### src/core/sdbpim_pkg.sv
// package for the sdram bank, power and mode command core
// assumes one 200 MHz clock and a controller driving commands on pins
package sdbpim_pkg;

	// ****************************************
	// command encodings {cs,ras,cas,we}
	// ****************************************
	localparam logic [3:0] CMD_NOP     = 4'h7;
	localparam logic [3:0] CMD_ACTIVE  = 4'h3;
	localparam logic [3:0] CMD_READ    = 4'h5;
	localparam logic [3:0] CMD_WRITE   = 4'h4;
	localparam logic [3:0] CMD_PRE     = 4'h2;
	localparam logic [3:0] CMD_REFRESH = 4'h1;
	localparam logic [3:0] CMD_LOAD    = 4'h0;
	localparam logic [3:0] CMD_TERM    = 4'h6;

	// ****************************************
	// mode register fields
	// ****************************************
	localparam int          MODE_W         = 13;
	localparam int          BL_LSB         = 0;
	localparam int          BTYPE_POS      = 3;
	localparam int          LAT_LSB        = 4;
	localparam int          WBM_POS        = 9;
	localparam logic [12:0] MODE_RESET     = 13'h0022;
	localparam int          AP_POS         = 10;

	// ****************************************
	// timing
	// ****************************************
	localparam int CLK_MHZ       = 200;
	localparam int TWR_NS        = 15;
	localparam int TRP_NS        = 18;
	localparam int WR_CYC  = (TWR_NS * CLK_MHZ + 999) / 1000;
	localparam int RP_CYC  = (TRP_NS * CLK_MHZ + 999) / 1000;

	// decoded command from the pins
	typedef struct packed {
		logic [3:0]  code;   // cs ras cas we
		logic [1:0]  bank;   // bank select
		logic [12:0] addr;   // address
		logic        cke;    // clock enable level
	} sdbpim_cmd_type;

	// bank states
	typedef enum logic [5:0] {
		BK_IDLE = 6'h01,
		BK_ACT  = 6'h02,
		BK_RD   = 6'h04,
		BK_WR   = 6'h08,
		BK_WREC = 6'h10,
		BK_PRE  = 6'h20
	} sdbpim_bank_type;

	// clock enable states
	typedef enum logic [4:0] {
		PW_RUN  = 5'h01,
		PW_PD   = 5'h02,
		PW_SR   = 5'h04,
		PW_SUSP = 5'h08,
		PW_DPD  = 5'h10
	} sdbpim_pwr_type;

endpackage

### src/core/sdbpim_top.sv
// top: pin sync, command decode, clock enable machine, read data timing
// assumes controller pins asynchronous to mclk, hence two flops each
`timescale 1ns/1ps
module sdbpim_top (
	// clock and reset
	input  wire logic        mclk,
	input  wire logic        srst,
	// command pins
	input  wire logic        cs_n,
	input  wire logic        ras_n,
	input  wire logic        cas_n,
	input  wire logic        we_n,
	input  wire logic        cke,
	input  wire logic [1:0]  bank,
	input  wire logic [12:0] addr,
	// status
	output logic [4:0]       power_state,
	output logic             all_idle,
	output logic             read_valid,
	output logic             write_taken,
	output logic [12:0]      mode_word
);
	import sdbpim_pkg::*;

	// ****************************************
	// pin synchronisers
	// ****************************************
	sdbpim_cmd_type s1_ff, s2_ff, prev_ff;  // two stages + last cmd
	sdbpim_cmd_type raw;                     // raw pin bundle

	assign raw = '{code: {cs_n, ras_n, cas_n, we_n}, bank: bank,
		addr: addr, cke: cke};

	always_ff @(posedge mclk) begin
		if (srst) begin
			s1_ff   <= '{code: CMD_NOP, bank: 2'h0, addr: 13'h0, cke: 1'b0};
			s2_ff   <= '{code: CMD_NOP, bank: 2'h0, addr: 13'h0, cke: 1'b0};
			prev_ff <= '{code: CMD_NOP, bank: 2'h0, addr: 13'h0, cke: 1'b0};
		end else begin
			s1_ff   <= raw;
			s2_ff   <= s1_ff;
			prev_ff <= s2_ff;
		end
	end

	// ****************************************
	// command decode
	// ****************************************
	sdbpim_cmd_type cmd;         // command at this edge
	logic           inhibit;     // chip select high
	logic           nop_like;    // inhibit or nop
	logic           cke_prev;    // clock enable at last edge
	logic           go;          // command takes effect

	assign cmd      = s2_ff;
	assign cke_prev = prev_ff.cke;
	assign inhibit  = cmd.code[3];
	assign nop_like = inhibit || cmd.code == CMD_NOP;

	// ****************************************
	// banks and mode register
	// ****************************************
	logic [3:0] bk_burst;     // per bank bursting
	logic [3:0] bk_idle;      // per bank idle
	logic [3:0] burst_len;    // programmed length
	logic [1:0] read_lat;     // programmed latency
	logic       single_wr;    // write burst mode
	logic       any_burst;    // some bank bursting

	genvar gi;
	generate
		for (gi = 0; gi < 4; gi++) begin : g_bank
			sdbpim_bank sdbpim_bank_i (
				.mclk      (mclk),
				.srst      (srst),
				.go        (go),
				.cmd       (cmd),
				.mine      (cmd.bank == 2'(gi)),
				.burst_len (burst_len),
				.single_wr (single_wr),
				.bursting  (bk_burst[gi]),
				.is_idle   (bk_idle[gi])
			);
		end
	endgenerate

	assign any_burst = |bk_burst;
	assign all_idle  = &bk_idle;

	sdbpim_mode sdbpim_mode_i (
		.mclk      (mclk),
		.srst      (srst),
		.go        (go),
		.cmd       (cmd),
		.all_idle  (all_idle),
		.burst_len (burst_len),
		.burst_seq (),
		.read_lat  (read_lat),
		.single_wr (single_wr),
		.mode_q    (mode_word)
	);

	// ****************************************
	// clock enable state machine
	// ****************************************
	sdbpim_pwr_type pw_ff, nxt_pw;   // power state

	always_comb begin
		nxt_pw = pw_ff;
		unique case (pw_ff)
			PW_RUN: begin
				// high-to-low edge picks the low-power state
				if (cke_prev && !cmd.cke && !inhibit) begin
					if (any_burst)
						nxt_pw = PW_SUSP;
					else if (all_idle && cmd.code == CMD_TERM)
						nxt_pw = PW_DPD;
					else if (all_idle && cmd.code == CMD_REFRESH)
						nxt_pw = PW_SR;
					// nop, or any other command while idle
					else if (all_idle)
						nxt_pw = PW_PD;
				end else if (cke_prev && !cmd.cke && all_idle) begin
					nxt_pw = PW_PD;
				end
			end
			PW_PD: begin
				if (cmd.cke && nop_like)
					nxt_pw = PW_RUN;
			end
			PW_SR: begin
				// controller then keeps nops for the exit time
				if (cmd.cke && nop_like)
					nxt_pw = PW_RUN;
			end
			PW_SUSP: begin
				if (cmd.cke)
					nxt_pw = PW_RUN;
			end
			PW_DPD: begin
				if (cmd.cke)
					nxt_pw = PW_RUN;
			end
		endcase
	end

	always_ff @(posedge mclk) begin
		if (srst)
			pw_ff <= PW_RUN;
		else
			pw_ff <= nxt_pw;
	end

	// commands act only with clock enable high at both edges
	assign go = (pw_ff == PW_RUN) && cke_prev && cmd.cke && !inhibit;
	assign power_state = pw_ff;

	// ****************************************
	// read data timing
	// ****************************************
	logic [2:0] lat_ff, nxt_lat;   // read issue pipeline
	logic       wr_ff, nxt_wr;     // write word taken
	logic       rd_now;            // read registered now

	assign rd_now = go && cmd.code == CMD_READ;

	// suspend freezes the pipe; a new read shifts in at bit zero
	always_comb begin
		nxt_lat = lat_ff;
		nxt_wr  = 1'b0;
		if (pw_ff != PW_SUSP) begin
			nxt_lat = {lat_ff[1:0], rd_now};
			nxt_wr  = go && cmd.code == CMD_WRITE;
		end
	end

	always_ff @(posedge mclk) begin
		if (srst) begin
			lat_ff <= 3'h0;
			wr_ff  <= 1'b0;
		end else begin
			lat_ff <= nxt_lat;
			wr_ff  <= nxt_wr;
		end
	end

	// data becomes valid read_lat edges after the read
	assign read_valid  = (read_lat == 2'h3) ? lat_ff[2] : lat_ff[1];
	assign write_taken = wr_ff;

	// ****************************************
	// checks
	// ****************************************
	a_pd_exit: assert property (@(posedge mclk) disable iff (srst)
		(pw_ff == PW_PD && cmd.cke && nop_like)
		|=> pw_ff == PW_RUN)
		else $error("power-down exit late");
	a_dpd_entry: assert property (@(posedge mclk) disable iff (srst)
		(pw_ff == PW_RUN && cke_prev && !cmd.cke && all_idle
		 && cmd.code == CMD_TERM) |=> pw_ff == PW_DPD)
		else $error("deep power-down not entered");
	a_sr_entry: assert property (@(posedge mclk) disable iff (srst)
		(pw_ff == PW_RUN && cke_prev && !cmd.cke && all_idle
		 && cmd.code == CMD_REFRESH) |=> pw_ff == PW_SR)
		else $error("self refresh not entered");
	a_susp_exit: assert property (@(posedge mclk) disable iff (srst)
		(pw_ff == PW_SUSP && cmd.cke) |=> pw_ff == PW_RUN)
		else $error("suspend exit late");
	a_lat_two: assert property (@(posedge mclk) disable iff (srst)
		(rd_now && read_lat == 2'h2 && pw_ff == PW_RUN)
		##1 (pw_ff != PW_SUSP) |=> read_valid)
		else $error("read data not at latency two");
	c_dpd: cover property (@(posedge mclk) pw_ff == PW_DPD);
	c_susp: cover property (@(posedge mclk) pw_ff == PW_SUSP);

	// ****************************************
	// mode, pipeline and clock enable checks
	// ****************************************
	// a load with an open bank must leave the stored word alone
	a_load_refused: assert property (@(posedge mclk) disable iff (srst)
		(go && cmd.code == CMD_LOAD && !all_idle)
		|=> $stable(mode_word))
		else $error("mode loaded with a bank open");
	// three-clock latency: two unsuspended shifts after the read
	a_lat_three: assert property (@(posedge mclk) disable iff (srst)
		(rd_now && read_lat == 2'h3 && pw_ff == PW_RUN)
		##1 (pw_ff != PW_SUSP) ##1 (pw_ff != PW_SUSP)
		|=> read_valid)
		else $error("read data not at latency three");
	// write word pulse follows every accepted write
	a_write_pulse: assert property (@(posedge mclk) disable iff (srst)
		(go && cmd.code == CMD_WRITE) |=> write_taken)
		else $error("write word not taken");
	// idle banks with a falling clock enable and a nop power down
	a_pd_entry: assert property (@(posedge mclk) disable iff (srst)
		(pw_ff == PW_RUN && cke_prev && !cmd.cke && all_idle
		 && nop_like) |=> pw_ff == PW_PD)
		else $error("power-down not entered");
	// a falling clock enable in mid burst enters suspend, freezing the read pipe
	a_susp_entry: assert property (@(posedge mclk) disable iff (srst)
		(pw_ff == PW_RUN && cke_prev && !cmd.cke && !inhibit
		 && any_burst) |=> pw_ff == PW_SUSP)
		else $error("clock suspend not entered");
	// low-power states hold while clock enable stays low
	a_low_hold: assert property (@(posedge mclk) disable iff (srst)
		(pw_ff != PW_RUN && !cmd.cke) |=> $stable(pw_ff))
		else $error("low-power state left with clock enable low");
	// the read pipe must not advance while suspended
	a_susp_freeze: assert property (@(posedge mclk) disable iff (srst)
		(pw_ff == PW_SUSP) |=> $stable(lat_ff))
		else $error("read pipe moved in clock suspend");
	// power-down exit leaves every bank idle for the next edge
	a_pd_idle: assert property (@(posedge mclk) disable iff (srst)
		(pw_ff == PW_PD && cmd.cke && nop_like) |=> all_idle)
		else $error("banks not idle after power-down exit");

endmodule // sdbpim_top

### src/core/sdbpim_bank.sv
// one bank: burst, auto precharge, recovery and precharge timing
// assumes decoded, synchronised command from the top
`timescale 1ns/1ps
module sdbpim_bank (
	// clock and reset
	input  wire logic                    mclk,
	input  wire logic                    srst,
	// command from top
	input  wire logic                    go,
	input  wire sdbpim_pkg::sdbpim_cmd_type cmd,
	input  wire logic                    mine,
	input  wire logic [3:0]              burst_len,
	input  wire logic                    single_wr,
	// state out
	output logic                         bursting,
	output logic                         is_idle
);
	import sdbpim_pkg::*;

	// ****************************************
	// state
	// ****************************************
	sdbpim_bank_type st_ff, nxt_st;       // bank state
	logic [3:0]      cnt_ff, nxt_cnt;     // burst / timing count
	logic            ap_ff, nxt_ap;       // auto precharge pending
	logic            rw_cmd;               // read or write to anyone

	assign rw_cmd = go && (cmd.code == CMD_READ || cmd.code == CMD_WRITE);

	// next state
	always_comb begin
		nxt_st  = st_ff;
		nxt_cnt = cnt_ff;
		nxt_ap  = ap_ff;
		unique case (st_ff)
			BK_IDLE: begin
				if (go && mine && cmd.code == CMD_ACTIVE)
					nxt_st = BK_ACT;
			end
			BK_ACT: begin
				if (go && mine && cmd.code == CMD_READ) begin
					nxt_st  = BK_RD;
					nxt_cnt = burst_len;
					nxt_ap  = cmd.addr[AP_POS];
				end else if (go && mine && cmd.code == CMD_WRITE) begin
					nxt_st  = BK_WR;
					nxt_cnt = single_wr ? 4'h1 : burst_len;
					nxt_ap  = cmd.addr[AP_POS];
				end else if (go && mine && cmd.code == CMD_PRE) begin
					nxt_st  = BK_PRE;
					nxt_cnt = 4'(RP_CYC);
				end
			end
			BK_RD: begin
				// other-bank burst cuts us; with auto precharge, precharge starts now
				if (rw_cmd && !mine) begin
					nxt_st  = ap_ff ? BK_PRE : BK_ACT;
					nxt_cnt = 4'(RP_CYC);
				end else if (go && mine && cmd.code == CMD_TERM) begin
					nxt_st = BK_ACT;
				end else if (cnt_ff <= 4'h1) begin
					nxt_st  = ap_ff ? BK_PRE : BK_ACT;
					nxt_cnt = 4'(RP_CYC);
				end else begin
					nxt_cnt = cnt_ff - 4'h1;
				end
			end
			BK_WR: begin
				// last word was the one before the interrupting command
				if (rw_cmd && !mine) begin
					nxt_st  = ap_ff ? BK_WREC : BK_ACT;
					nxt_cnt = 4'(WR_CYC);
				end else if (go && mine && cmd.code == CMD_TERM) begin
					nxt_st = BK_ACT;
				end else if (cnt_ff <= 4'h1) begin
					nxt_st  = ap_ff ? BK_WREC : BK_ACT;
					nxt_cnt = 4'(WR_CYC);
				end else begin
					nxt_cnt = cnt_ff - 4'h1;
				end
			end
			BK_WREC: begin
				// recovery before the automatic precharge
				if (cnt_ff <= 4'h1) begin
					nxt_st  = BK_PRE;
					nxt_cnt = 4'(RP_CYC);
				end else begin
					nxt_cnt = cnt_ff - 4'h1;
				end
			end
			BK_PRE: begin
				if (cnt_ff <= 4'h1) begin
					nxt_st = BK_IDLE;
					nxt_ap = 1'b0;
				end else begin
					nxt_cnt = cnt_ff - 4'h1;
				end
			end
		endcase
		// precharge-all from any state except idle
		if (go && cmd.code == CMD_PRE && cmd.addr[AP_POS]
		    && st_ff != BK_IDLE) begin
			nxt_st  = BK_PRE;
			nxt_cnt = 4'(RP_CYC);
		end
	end

	// register
	always_ff @(posedge mclk) begin
		if (srst) begin
			st_ff  <= BK_IDLE;
			cnt_ff <= 4'h0;
			ap_ff  <= 1'b0;
		end else begin
			st_ff  <= nxt_st;
			cnt_ff <= nxt_cnt;
			ap_ff  <= nxt_ap;
		end
	end

	assign bursting = (st_ff == BK_RD) || (st_ff == BK_WR);
	assign is_idle  = (st_ff == BK_IDLE);

	// ****************************************
	// checks
	// ****************************************
	a_ap_precharge: assert property (@(posedge mclk) disable iff (srst)
		(st_ff == BK_RD && ap_ff && rw_cmd && !mine)
		|=> st_ff == BK_PRE)
		else $error("auto precharge read not precharging");
	a_wr_recovery: assert property (@(posedge mclk) disable iff (srst)
		(st_ff == BK_WR && ap_ff && rw_cmd && !mine)
		|=> st_ff == BK_WREC)
		else $error("write recovery not started");
	a_plain_cut: assert property (@(posedge mclk) disable iff (srst)
		(st_ff == BK_RD && !ap_ff && rw_cmd && !mine)
		|=> st_ff == BK_ACT)
		else $error("plain read not returned to active");
	c_cut_read: cover property (@(posedge mclk)
		st_ff == BK_RD && rw_cmd && !mine);

endmodule // sdbpim_bank

### src/core/sdbpim_mode.sv
// mode register: loaded by the load command, held until reloaded
// assumes decoded command and an all-banks-idle flag from the top
`timescale 1ns/1ps
module sdbpim_mode (
	// clock and reset
	input  wire logic                       mclk,
	input  wire logic                       srst,
	// load request
	input  wire logic                       go,
	input  wire sdbpim_pkg::sdbpim_cmd_type cmd,
	input  wire logic                       all_idle,
	// fields
	output logic [3:0]                      burst_len,
	output logic                            burst_seq,
	output logic [1:0]                      read_lat,
	output logic                            single_wr,
	output logic [12:0]                     mode_q
);
	import sdbpim_pkg::*;

	// ****************************************
	// operating_mode_config
	// ****************************************
	logic [12:0] mode_ff, nxt_mode;   // stored mode word
	logic        load;                // qualified load

	// only mode-select bank code with all banks idle is taken
	assign load = go && cmd.code == CMD_LOAD && cmd.bank == 2'h0
		&& all_idle;

	always_comb begin
		nxt_mode = mode_ff;
		if (load)
			nxt_mode = {3'h0, cmd.addr[9:0]};
	end

	// no reset pin on the part; srst models power loss
	always_ff @(posedge mclk) begin
		if (srst)
			mode_ff <= MODE_RESET;
		else
			mode_ff <= nxt_mode;
	end

	// decode fields
	always_comb begin
		unique case (mode_ff[BL_LSB +: 3])
			3'h0:    burst_len = 4'h1;
			3'h1:    burst_len = 4'h2;
			3'h2:    burst_len = 4'h4;
			3'h3:    burst_len = 4'h8;
			default: burst_len = 4'hF; // continuous: fifteen words unless cut
		endcase
	end
	assign burst_seq = !mode_ff[BTYPE_POS];
	// only two or three are legal latencies
	assign read_lat  = (mode_ff[LAT_LSB +: 3] == 3'h3) ? 2'h3 : 2'h2;
	assign single_wr = mode_ff[WBM_POS];
	assign mode_q    = mode_ff;

	a_mode_hold: assert property (@(posedge mclk) disable iff (srst)
		!load |=> $stable(mode_ff))
		else $error("mode changed without load");
	c_load: cover property (@(posedge mclk) load);

endmodule // sdbpim_mode

### config.mk
export PLATFORM = sky130hd
export DESIGN_NAME = sdbpim_top
export DESIGN_NICKNAME = d
export VERILOG_FILES = /design/src/core/sdbpim_pkg.sv /design/src/core/sdbpim_top.sv /design/src/core/sdbpim_bank.sv /design/src/core/sdbpim_mode.sv
export SDC_FILE = /design/constraint.sdc
export NUM_CORES = 1
export LEC_CHECK = 0
export BUFFER_PORTS_ARGS = -buffer_cell sky130_fd_sc_hd__buf_4
export CAP_MARGIN = 20
export CORE_MARGIN = 2
export CORE_UTILIZATION = 66
export DETAILED_ROUTE_END_ITERATION = 8
export PLACE_DENSITY = 0.86
export SETUP_SLACK_MARGIN = 0.15
export SLEW_MARGIN = 20
export SYNTH_ARGS = -nofsm -noshare
export SYNTH_HDL_FRONTEND = slang
export SYNTH_SLANG_ARGS = --single-unit
### constraint.sdc
create_clock -name mclk -period 4.2 [get_ports mclk]
set_clock_uncertainty 0.05 [all_clocks]
set_input_delay 0.84 -clock mclk [delete_from_list [all_inputs] [get_ports mclk]]
set_output_delay 0.84 -clock mclk [all_outputs]
set_load 0.03 [all_outputs]
==> run_results.csv, run 1 <==
group,metric,value,unit
cts,cts_sinks,100,
cts,clockBufferDepth,2,
worst_hold_path,min_path_type,"flip-flop to flip-flop",
place,gp_congestion,0.981,
global_routing,grt_overflow,0,
sta,finalMaxSlewViolations,0,
place,dp_hpwl,11.0,mm
synthesis,seq_area_frac_synth,33.6,%
worst_setup_path,crit_arrival,2.24,ns
worst_setup_path,setup.worst_path.class,"flip-flop to output pin",
floorplan,core_area,8720,sq um
global_routing,grt_max_degree,80,
cts,cts_tree,"built",
synthesis,ys.flop_type,"dfxtp_1",
synthesis,synth_cell_types,91,
floorplan,die_width,98.9,microns
route,vias,5627,
floorplan,rows,34,
floorplan,io_pins,43,
pwr,vdd.ir_drop.worst,0.278,mV
sta,max_slew_margin,38.9,%
worst_setup_path,crit_required,3.31,ns
pwr,leakage,2.38,nW
worst_setup_path,crit_path_end_kind,"output pin",
pwr,power_density,430,nW/um^2
cells_and_area,post-route-util,72.9,%
place,portBuffers,37,
sta,finalHoldViolations,0,
route,drc,0,
global_routing,first_global_vias,5334,
synthesis,ys_ff_latch,100,
cells_and_area,nets,760,
sta,fin_setup_tns,0,ns
cts,clkLatencyLatePin,0.37,ns
route,vias_per_cell,6.67,
route,ant_nets,0,
cells_and_area,area_delta_synth_final,6.79,%
worst_setup_path,crit_fanout,12,
cells_and_area,num-fill-cells,652,
synthesis,synth_area_per_cell,8.26,sq um
cts,hold_buffers,0,
sta,finalCritPeriodShare,74.4,%
run,cap_violations,0,
floorplan,start_util,68.2,%
global_routing,grtUsageTotal,31.4,%
route,drt_first_pass_iters,6,
worst_setup_path,start_kind,"flip-flop",
route,wirelength,15.1,mm
cells_and_area,n_antenna_cell,0,
synthesis,synth_area,5950,sq um
synthesis,yosysWarnings,0,
sta,setup_violations,0,
floorplan,die_h,98.9,microns
synthesis,synthArstFlopShare,0,%
synthesis,synth-edff-count,0,
route,avgRoutedWirePerCell,17.9,microns
cts,root_buffer,"clkbuf_8",
sta,max_freq,320,MHz
synthesis,syn_inst,720,
cts,cts_setup_buffers,0,
cts,cts_resized,0,
cts,h-tree-depth,3,
global_routing,antenna_found_initial,0,
cts,numCtsBuffers,9,
sta,layout_min_cycle_time,3.13,ns
sta,rsz0062_at_grt,"no",
cells_and_area,drive_gt1_share,12.5,%
outcome,outcome,"finished, final reports clean",
cts,clk_pin_slew,0.11,ns
floorplan,die_area,9790,sq um
global_routing,grt_pass1_wl,25.3,mm
sta,tightest_slew,0.914,ns
route,drtIter0Drc,564,
## through the flow
| step | instance area [sq um] | cells | setup WS (ns) | hold slack, ns | total power [W] |
|---|---|---|---|---|---|
| after global routing | 6350 | 843 | 0.939 | 0.402 | 0.00290 |
| after global placement | 6170 | 827 | 1.45 | 0.345 | 0.00212 |
| after floorplan | 5960 | 722 | 1.77 | 0.339 | 0.00195 |
| final | 6350 | 843 | 1.07 | 0.371 | 0.00273 |
| after CTS | 6350 | 843 | 1.06 | 0.371 | 0.00272 |
| after detailed placement | 6170 | 827 | 1.40 | 0.344 | 0.00215 |
## synthesized netlist by cell type, types with 8 or more instances
| cell type | count | area [sq um] |
|---|---|---|
| ha_1 | 8 | 100 |
| inv_1 | 19 | 71.3 |
| a21o_1 | 8 | 60.1 |
| nand3_1 | 19 | 95.1 |
| a31oi_1 | 9 | 56.3 |
| nand2_1 | 42 | 158 |
| o211ai_1 | 8 | 60.1 |
| o21ai_1 | 12 | 60.1 |
| clkbuf_1 | 26 | 97.6 |
| nand4_1 | 14 | 87.6 |
| a211oi_1 | 9 | 67.6 |
| nor3_1 | 37 | 185 |
| o21ai_0 | 29 | 145 |
| xor2_1 | 12 | 105 |
| a21oi_1 | 34 | 170 |
| nor2_1 | 73 | 274 |
| nor2b_1 | 46 | 288 |
| dfxtp_1 | 100 | 2000 |
| or2_2 | 9 | 56.3 |
| mux2i_1 | 13 | 130 |
| and2_1 | 8 | 50.1 |
| nor4_1 | 10 | 62.6 |
| nand2b_1 | 13 | 81.3 |
## where the power goes
part | internal [W] | total, W | switching (W)
sequential | 0.00103 | 0.00117 | 0.000132
clock | 0.000226 | 0.000581 | 0.000355
combinational | 0.000406 | 0.000985 | 0.000580
## placed cells by master, fill, tap and decap left out, drive strengths merged, types with 7 or more instances in the layout
master	synthesis	routed
dfxtp	100	100
nor2	73	73
nor2b	46	46
nand2	42	42
o21ai	41	41
nor3	39	39
buf	15	38
a21oi	36	36
inv	20	23
nand3	19	19
nor4	15	15
nand4	14	14
nand2b	13	13
mux2i	13	13
xor2	12	12
or2	11	11
a211oi	9	9
a31oi	9	9
clkbuf	26	9
nor3b	9	9
o211ai	8	8
a21o	8	8
and2	8	8
ha	8	8
and3	7	7
o21a	7	7
xnor2	7	7
nand3b	7	7
## critical path: stages, from the launching register on
cell and delay (ns):
dfxtp_1 0.44, or4_4 0.60, nor4_4 0.35, nand3_1 0.21, inv_2 0.10, buf_4 0.16
## final cells by class
class | instances | area, sq um | share of cell area, %
Clock inverter | 7 | 60.1 | 0.945
Timing Repair Buffer | 38 | 285 | 4.49
Sequential cell | 100 | 2000 | 31.5
Clock buffer | 9 | 124 | 1.95
Inverter | 20 | 75.1 | 1.18
Multi-Input combinational cell | 561 | 3670 | 57.8
Tap cell | 108 | 135 | 2.13
## sequential cells by signal (all words and copies together), names as in the netlist
name and flops:
g_bank.sdbpim_bank_i.st_ff 24, cke_prev 1, sdbpim_mode_i.mode_q 10, g_bank.sdbpim_bank_i.cnt_ff 16
s1_ff 18, lat_ff 3, write_taken 1, cmd 18
power_state 5, g_bank.sdbpim_bank_i.ap_ff 4
## worst paths after layout
| path | startpoint | endpoint | slack [ns] | cells after the start |
|---|---|---|---|---|
| worst max-delay path | g_bank[2].sdbpim_bank_i.st_ff[5] | all_idle | 1.07 | 5 |
| worst min register to register | s1_ff[16] | cmd[16] | 0.37 | 1 |
| worst max register to register | g_bank[2].sdbpim_bank_i.st_ff[5] | sdbpim_mode_i.mode_q[2] | 1.36 | 7 |
| worst min-delay path | s1_ff[16] | cmd[16] | 0.37 | 1 |
## cell families after synthesis
| group | after synthesis | synth area share [%] |
|---|---|---|
| compound gates | 182 | 21.5 |
| flops | 100 | 33.6 |
| xor+xnor | 19 | 2.80 |
| mux | 14 | 2.38 |
| fa+ha+maj | 8 | 1.68 |
| other cells | 1 | 0.0630 |
| simple gates | 335 | 33.1 |
| buf+inv | 61 | 4.75 |
## layer usage
| layer | part of all wire (%) | routed length (microns) | global-route usage, % | vias up |
|---|---|---|---|---|
| met5 | 0 | 0 | 0 | - |
| met1 | 42 | 6250 | 39.7 | 2615 |
| met4 | 2.9 | 442 | 12.1 | 0 |
| met2 | 47 | 7040 | 51.9 | 307 |
| li1 | - | - | - | 2659 |
| met3 | 8.8 | 1320 | 7.45 | 46 |
Note: power is estimated with default switching activity, not from simulation.
==> run 2: changes to the inputs <==
--- a/config.mk
+++ b/config.mk
@@ -5,12 +5,13 @@
 export SDC_FILE = /design/constraint.sdc
 export NUM_CORES = 1
 export LEC_CHECK = 0
+export ABC_AREA = 1
 export BUFFER_PORTS_ARGS = -buffer_cell sky130_fd_sc_hd__buf_4
 export CAP_MARGIN = 20
 export CORE_MARGIN = 2
-export CORE_UTILIZATION = 66
+export CORE_UTILIZATION = 55
 export DETAILED_ROUTE_END_ITERATION = 8
-export PLACE_DENSITY = 0.86
+export PLACE_DENSITY = 0.77
 export SETUP_SLACK_MARGIN = 0.15
 export SLEW_MARGIN = 20
 export SYNTH_ARGS = -nofsm -noshare
==> constraint.sdc (replaced) <==
create_clock -name mclk -period 2.6 [get_ports mclk]
set_clock_uncertainty 0.05 [all_clocks]
set_input_delay 0.52 -clock mclk [delete_from_list [all_inputs] [get_ports mclk]]
set_output_delay 0.52 -clock mclk [all_outputs]
set_load 0.03 [all_outputs]
==> run_results.csv, run 2 <==
group,metric,value,unit
outcome,outcome,"finished, final reports clean",
route,wirelength,14.7,mm
synthesis,synth_top_family_by_area,"simple AND/OR/NAND/NOR gates",
cells_and_area,area.sequential,2000,sq um
synthesis,synth_cell_types,45,
route,ant_nets,0,
sta,max_slew_margin,45.6,%
floorplan,io_pins,43,
route,vias,5889,
pwr,vdd.ir_drop.worst,0.495,mV
floorplan,die_h,108,microns
cts,h-tree-depth,3,
worst_setup_path,crit_path_frequent_cell,"nor2_2",
route,avgRoutedWirePerCell,13.1,microns
cts,clockBufferDepth,2,
global_routing,grt_overflow,0,
place,placed_cells,1104,
cells_and_area,multi_input_area,3310,sq um
worst_setup_path,crit_arrival,1.77,ns
cts,clk_pin_slew,0.11,ns
cells_and_area,nets,1008,
route,drt_first_pass_iters,5,
global_routing,first_global_vias,5340,
cells_and_area,final_cells,1123,
worst_setup_path,critical_path.max_stage_delay,0.36,ns
sta,finalHoldViolations,0,
worst_setup_path,start_kind,"flip-flop",
worst_setup_path,critPathSlowestCell,"dfxtp_1",
synthesis,syn_inst,928,
place,preCtsSetupSlack,0.504,ns
place,placed_area,6460,sq um
cts,cts_tree,"built",
synthesis,synth-simple-area-share,39.6,%
cts,numCtsBuffers,9,
cells_and_area,area_delta_synth_final,11.9,%
synthesis,synth-edff-count,0,
worst_setup_path,worstPathCellList,"nor2_2, nand4_1, nor2_2, nand2_1, inv_1, buf_4",
worst_setup_path,cp.buffers_inverters,2,
synthesis,ys_ff_latch,100,
run,cap_violations,0,
synthesis,synth_most_common_cell,"nand2_1",
synthesis,netlist_top_cells_area,"dfxtp_1 (33%), nand2_1 (11%), inv_1 (9.7%), nor2_1 (9.3%), nand3_1 (6.4%)",
cells_and_area,drive_gt1_share,13.9,%
synthesis,synth_top_area_share,33.4,%
floorplan,rows,38,
floorplan,core_area,10700,sq um
cells_and_area,final_cell_area,6700,sq um
cells_and_area,layout_common_cells,"nand2_1 (173), inv_1 (154), nor2_1 (141)",
synthesis,yosysWarnings,0,
global_routing,grt_pass1_wl,24.6,mm
worst_setup_path,cpLargestDelayFamily,"simple AND/OR/NAND/NOR gates",
floorplan,die_area,11700,sq um
sta,layout_min_cycle_time,2.34,ns
sta,tightest_slew,0.807,ns
worst_setup_path,crit_path_end_kind,"output pin",
synthesis,synth-adder-area-share,1.67,%
worst_setup_path,crit_required,2.03,ns
cells_and_area,n_antenna_cell,0,
cells_and_area,layout_commonest_cell,"nand2_1",
synthesis,synth_area_per_cell,6.45,sq um
sta,fin_setup_tns,0,ns
synthesis,synthArstFlopShare,0,%
synthesis,synth_xor_area_share,1.17,%
cells_and_area,post-route-util,62.4,%
place,dp_hpwl,11.2,mm
synthesis,synthTopCellsByCount,"nand2_1 (173), inv_1 (154), nor2_1 (148), dfxtp_1 (100), nand3_1 (77)",
sta,setup_violations,0,
sta,final.setup.worst_slack,0.260,ns
global_routing,grt_max_degree,29,
sta,finalMaxSlewViolations,0,
cells_and_area,largest_reg_flops,24,
global_routing,grtUsageTotal,26.6,%
synthesis,synth_area,5990,sq um
sta,rsz0062_at_grt,"no",
pwr,leakage,3.33,nW
place,gp_congestion,0.941,
floorplan,start_util,55.7,%
sta,finalCritPeriodShare,90.0,%
synthesis,synth_mux_area_share,0,%
worst_setup_path,crit_fanout,4,
synthesis,synth_compound_area_share,12.3,%
synthesis,seq_area_frac_synth,33.4,%
cts,cts_sinks,100,
route,drc,0,
cells_and_area,largest_register,"g_bank.sdbpim_bank_i.st_ff",
place,portBuffers,37,
route,vias_per_cell,5.24,
synthesis,synth_area_leader_cell,"dfxtp_1",
global_routing,antenna_found_initial,0,
worst_hold_path,min_path_type,"input pin to flip-flop",
worst_setup_path,setup.worst_path.class,"flip-flop to output pin",
synthesis,ys.flop_type,"dfxtp_1",
cells_and_area,num-fill-cells,1054,
sta,max_freq,427,MHz
floorplan,die_width,108,microns
route,drtIter0Drc,426,
cts,root_buffer,"clkbuf_8",
cts,clkLatencyLatePin,0.40,ns
pwr,power_density,902,nW/um^2
-- run 2: timing repair --
action,4_1_cts,5_1_grt
hold buffers,0,0
gates resized for setup,2,5
pin swaps,0,5
buffers inserted,0,3
endpoints found under the setup margin,1,1
-- run 2: worst paths after layout --
check	startpoint	to	slack, ns	depth (start not counted)
hold reg to reg	s1_ff[14]	cmd[14]	0.36	2
setup reg to reg	g_bank[1].sdbpim_bank_i.st_ff[1]	g_bank[1].sdbpim_bank_i.cnt_ff[2]	0.47	10
hold / removal	we_n	s1_ff[16]	0.25	2
setup / recovery	g_bank[1].sdbpim_bank_i.st_ff[4]	all_idle	0.26	6
-- run 2: layout make-up --
cell class | count | share of cell area (%)
clock inverters | 7 | 1.21
flip-flops and latches | 100 | 29.9
clock buffers | 9 | 1.85
well taps | 140 | 2.61
multi-input cells | 651 | 49.4
repair buffers | 53 | 5.94
inverters | 163 | 9.13
-- run 2: through the flow --
step                      power (W)  hold WS (ns)
after floorplan             0.00426         0.338
after global routing        0.00655         0.248
after detailed placement    0.00493         0.345
final                       0.00605         0.253
after global placement      0.00488         0.339
after CTS                   0.00600         0.241
-- run 2: where the power goes --
part | internal, W | switching [W] | total [W]
combinational | 0.00106 | 0.00192 | 0.00298
clock | 0.000459 | 0.000596 | 0.00106
sequential | 0.00181 | 0.000207 | 0.00201
total | 0.00333 | 0.00272 | 0.00605
-- run 2: worst reg2reg max path: cells and delay by family (launching register included) --
kind,cells,cell delay [ns]
buffers and inverters,1,0.10
DFF,1,0.34
and+or+nand+nor,9,1.54
-- run 2: routing by layer --
| layer | share of wire (%) | track usage, % |
|---|---|---|
| met3 | 4.8 | 4.28 |
| met5 | 0 | 0 |
| met2 | 46 | 44.2 |
| met4 | 2.6 | 11.1 |
| met1 | 46 | 34.4 |
-- run 2: kinds of logic after synthesis --
group,Yosys count
xor+xnor,8
other cells,1
simple gates,499
compound gates,133
fa+ha+maj,8
buf+inv,179
flops,100
==> run 3: changes to the inputs <==
--- a/config.mk
+++ b/config.mk
@@ -8,10 +8,12 @@
 export ABC_AREA = 1
 export BUFFER_PORTS_ARGS = -buffer_cell sky130_fd_sc_hd__buf_4
 export CAP_MARGIN = 20
+export CELL_PAD_IN_SITES_DETAIL_PLACEMENT = 1
+export CELL_PAD_IN_SITES_GLOBAL_PLACEMENT = 2
 export CORE_MARGIN = 2
-export CORE_UTILIZATION = 55
+export CORE_UTILIZATION = 30
 export DETAILED_ROUTE_END_ITERATION = 8
-export PLACE_DENSITY = 0.77
+export PLACE_DENSITY_LB_ADDON = 0.1
 export SETUP_SLACK_MARGIN = 0.15
 export SLEW_MARGIN = 20
 export SYNTH_ARGS = -nofsm -noshare
==> constraint.sdc (replaced) <==
create_clock -name mclk -period 2.6 [get_ports mclk]
set_clock_uncertainty 0.05 [all_clocks]
set_input_delay 0.52 -clock mclk [delete_from_list [all_inputs] [get_ports mclk]]
set_output_delay 0.52 -clock mclk [all_outputs]
set_load 0.005 [all_outputs]
==> run_results.csv, run 3 (synthesized netlist as in run 2, its figures left out) <==
group,metric,value,unit
outcome,outcome,"finished, final reports clean",
worst_hold_path,min_path_type,"input pin to flip-flop",
pwr,leakage,3.43,nW
global_routing,grt_max_degree,49,
global_routing,antenna_found_initial,0,
route,dr_wl_met3,625,microns
sta,layout_min_cycle_time,2.35,ns
sta,finalHoldViolations,0,
cts,clk_pin_slew,0.08,ns
run,cap_violations,0,
cells_and_area,layout_common_cells,"nand2_1 (173), inv_1 (154), nor2_1 (141)",
worst_setup_path,critPathCapture,"all_idle",
sta,setup_violations,0,
global_routing,grtUsageTotal,18.4,%
cells_and_area,area_delta_synth_final,17.6,%
cells_and_area,n_antenna_cell,0,
route,avgRoutedWirePerCell,15.2,microns
sta,max_freq,426,MHz
global_routing,first_global_vias,5871,
cts,hold_buffers,0,
worst_setup_path,r2r-start,"cmd[19]",
cts,cts_tree,"built",
place,dp_hpwl,14.8,mm
global_routing,grt_pass1_wl,31.2,mm
place,placed_area,6670,sq um
cells_and_area,drive_gt1_share,14.7,%
place,portBuffers,37,
cts,clockBufferDepth,2,
sta,finalMaxSlewViolations,0,
floorplan,die_width,145,microns
worst_setup_path,critPathSlowestCell,"dfxtp_1",
floorplan,start_util,30.7,%
cells_and_area,layout_commonest_cell,"nand2_1",
worst_setup_path,worstPathCellList,"nor2_1, nand4_1, buf_4, nor2_2, nand2_1, inv_1, buf_4",
sta,max_slew_margin,61.0,%
worst_setup_path,setup.worst_path.class,"flip-flop to output pin",
worst_setup_path,crit_path_frequent_cell,"buf_4",
cts,clkLatencyLatePin,0.37,ns
cells_and_area,nets,1017,
worst_setup_path,start_kind,"flip-flop",
floorplan,io_pins,43,
pwr,vdd.ir_drop.worst,0.376,mV
worst_setup_path,reg2reg_to,"g_bank[2].sdbpim_bank_i.st_ff[1]",
route,top_layer_used,"met4",
route,drt-met1-wl,9.55,mm
floorplan,rows,51,
worst_setup_path,crit_path_end_kind,"output pin",
cts,h-tree-depth,3,
floorplan,core_area,19500,sq um
route,drtIter0Drc,206,
cells_and_area,post-route-util,36.1,%
worst_setup_path,crit_arrival,1.78,ns
worst_setup_path,crit_path_start,"g_bank[1].sdbpim_bank_i.st_ff[4]",
worst_setup_path,crit_required,2.03,ns
sta,finalCritPeriodShare,90.3,%
worst_setup_path,reg2reg_depth,15,
global_routing,grt_overflow,0,
route,drt_first_pass_iters,4,
place,gp_congestion,0.791,
sta,fin_setup_tns,0,ns
route,vias_per_cell,4.72,
cells_and_area,largest_register,"g_bank.sdbpim_bank_i.st_ff",
floorplan,die_area,21100,sq um
route,wirelength,19.1,mm
cts,cts_sinks,100,
pwr,power_density,937,nW/um^2
route,ant_nets,0,
cells_and_area,final_cell_area,7040,sq um
floorplan,die_h,145,microns
cts,root_buffer,"clkbuf_16",
sta,tightest_slew,0.583,ns
cells_and_area,largest_reg_flops,24,
route,vias,5932,
route,drc,0,
route,wl_met2,8.64,mm
cts,numCtsBuffers,9,
worst_setup_path,critical_path.max_stage_delay,0.34,ns
worst_setup_path,crit_fanout,4,
worst_setup_path,rrSetupSlack,0.48,ns
sta,rsz0062_at_grt,"no",
run 3: changes by cell type in the layout (fill, tap and decap cells not counted), sizes merged:
cell and delta:
buf +9, bufinv -1, clkinv +4, clkinvlp -2, inv -1
run 3: per-stage QoR:
stage	setup slack, ns	cells	power, W	hold WS (ns)
2_1_floorplan	0.725	930	0.00422	0.338
3_3_place_gp	0.463	1237	0.00509	0.340
3_5_place_dp	0.458	1237	0.00509	0.346
4_1_cts	0.171	1256	0.00664	0.270
5_1_grt	0.156	1257	0.00720	0.282
6_report	0.253	1257	0.00660	0.282
run 3: metal layers:
metal	vias up	global-route usage [%]
met1	2762	25.5
li1	3079	-
met5	-	0
met4	0	4.56
met2	76	30.0
met3	15	2.80
run 3: report_power, final:
part | switching (W) | internal (W)
clock | 0.000746 | 0.000696
sequential | 0.000217 | 0.00181
combinational | 0.00203 | 0.00110
total | 0.00300 | 0.00360
run 3: worst min-delay path by stage:
stage                  start        end  slack (ns)  depth (start not counted)
floorplan           s1_ff[0]     cmd[0]        0.34                          2
global placement    s1_ff[9]     cmd[9]        0.34                          2
detailed placement  s1_ff[4]     cmd[4]        0.35                          2
CTS                    cas_n  s1_ff[17]        0.27                          2
global route           cas_n  s1_ff[17]        0.28                          2
finish                 cas_n  s1_ff[17]        0.28                          2
run 3: worst max-delay path, delay by kind of cell, from the launching register on:
family	cells	cell delay, ns
AND/OR/NAND/NOR	4	0.63
flip-flops	1	0.34
buffers and inverters	3	0.45
run 3: area by class of cell:
| class | instances | area, sq um |
|---|---|---|
| multi-input combinational | 651 | 3310 |
| tap | 265 | 332 |
| inverter | 163 | 612 |
| clock buffer | 9 | 225 |
| clock inverter | 7 | 93.8 |
| sequential | 100 | 2000 |
| fill | 2619 | 12500 |
| timing repair buffer | 62 | 465 |
run 3: what timing repair did:
item | in CTS | in global routing
endpoints found under the setup margin | 1 | 1
buffers inserted | 3 | 1
cloned | 0 | 0
pin swaps | 3 | 2
gates resized for setup | 2 | 6
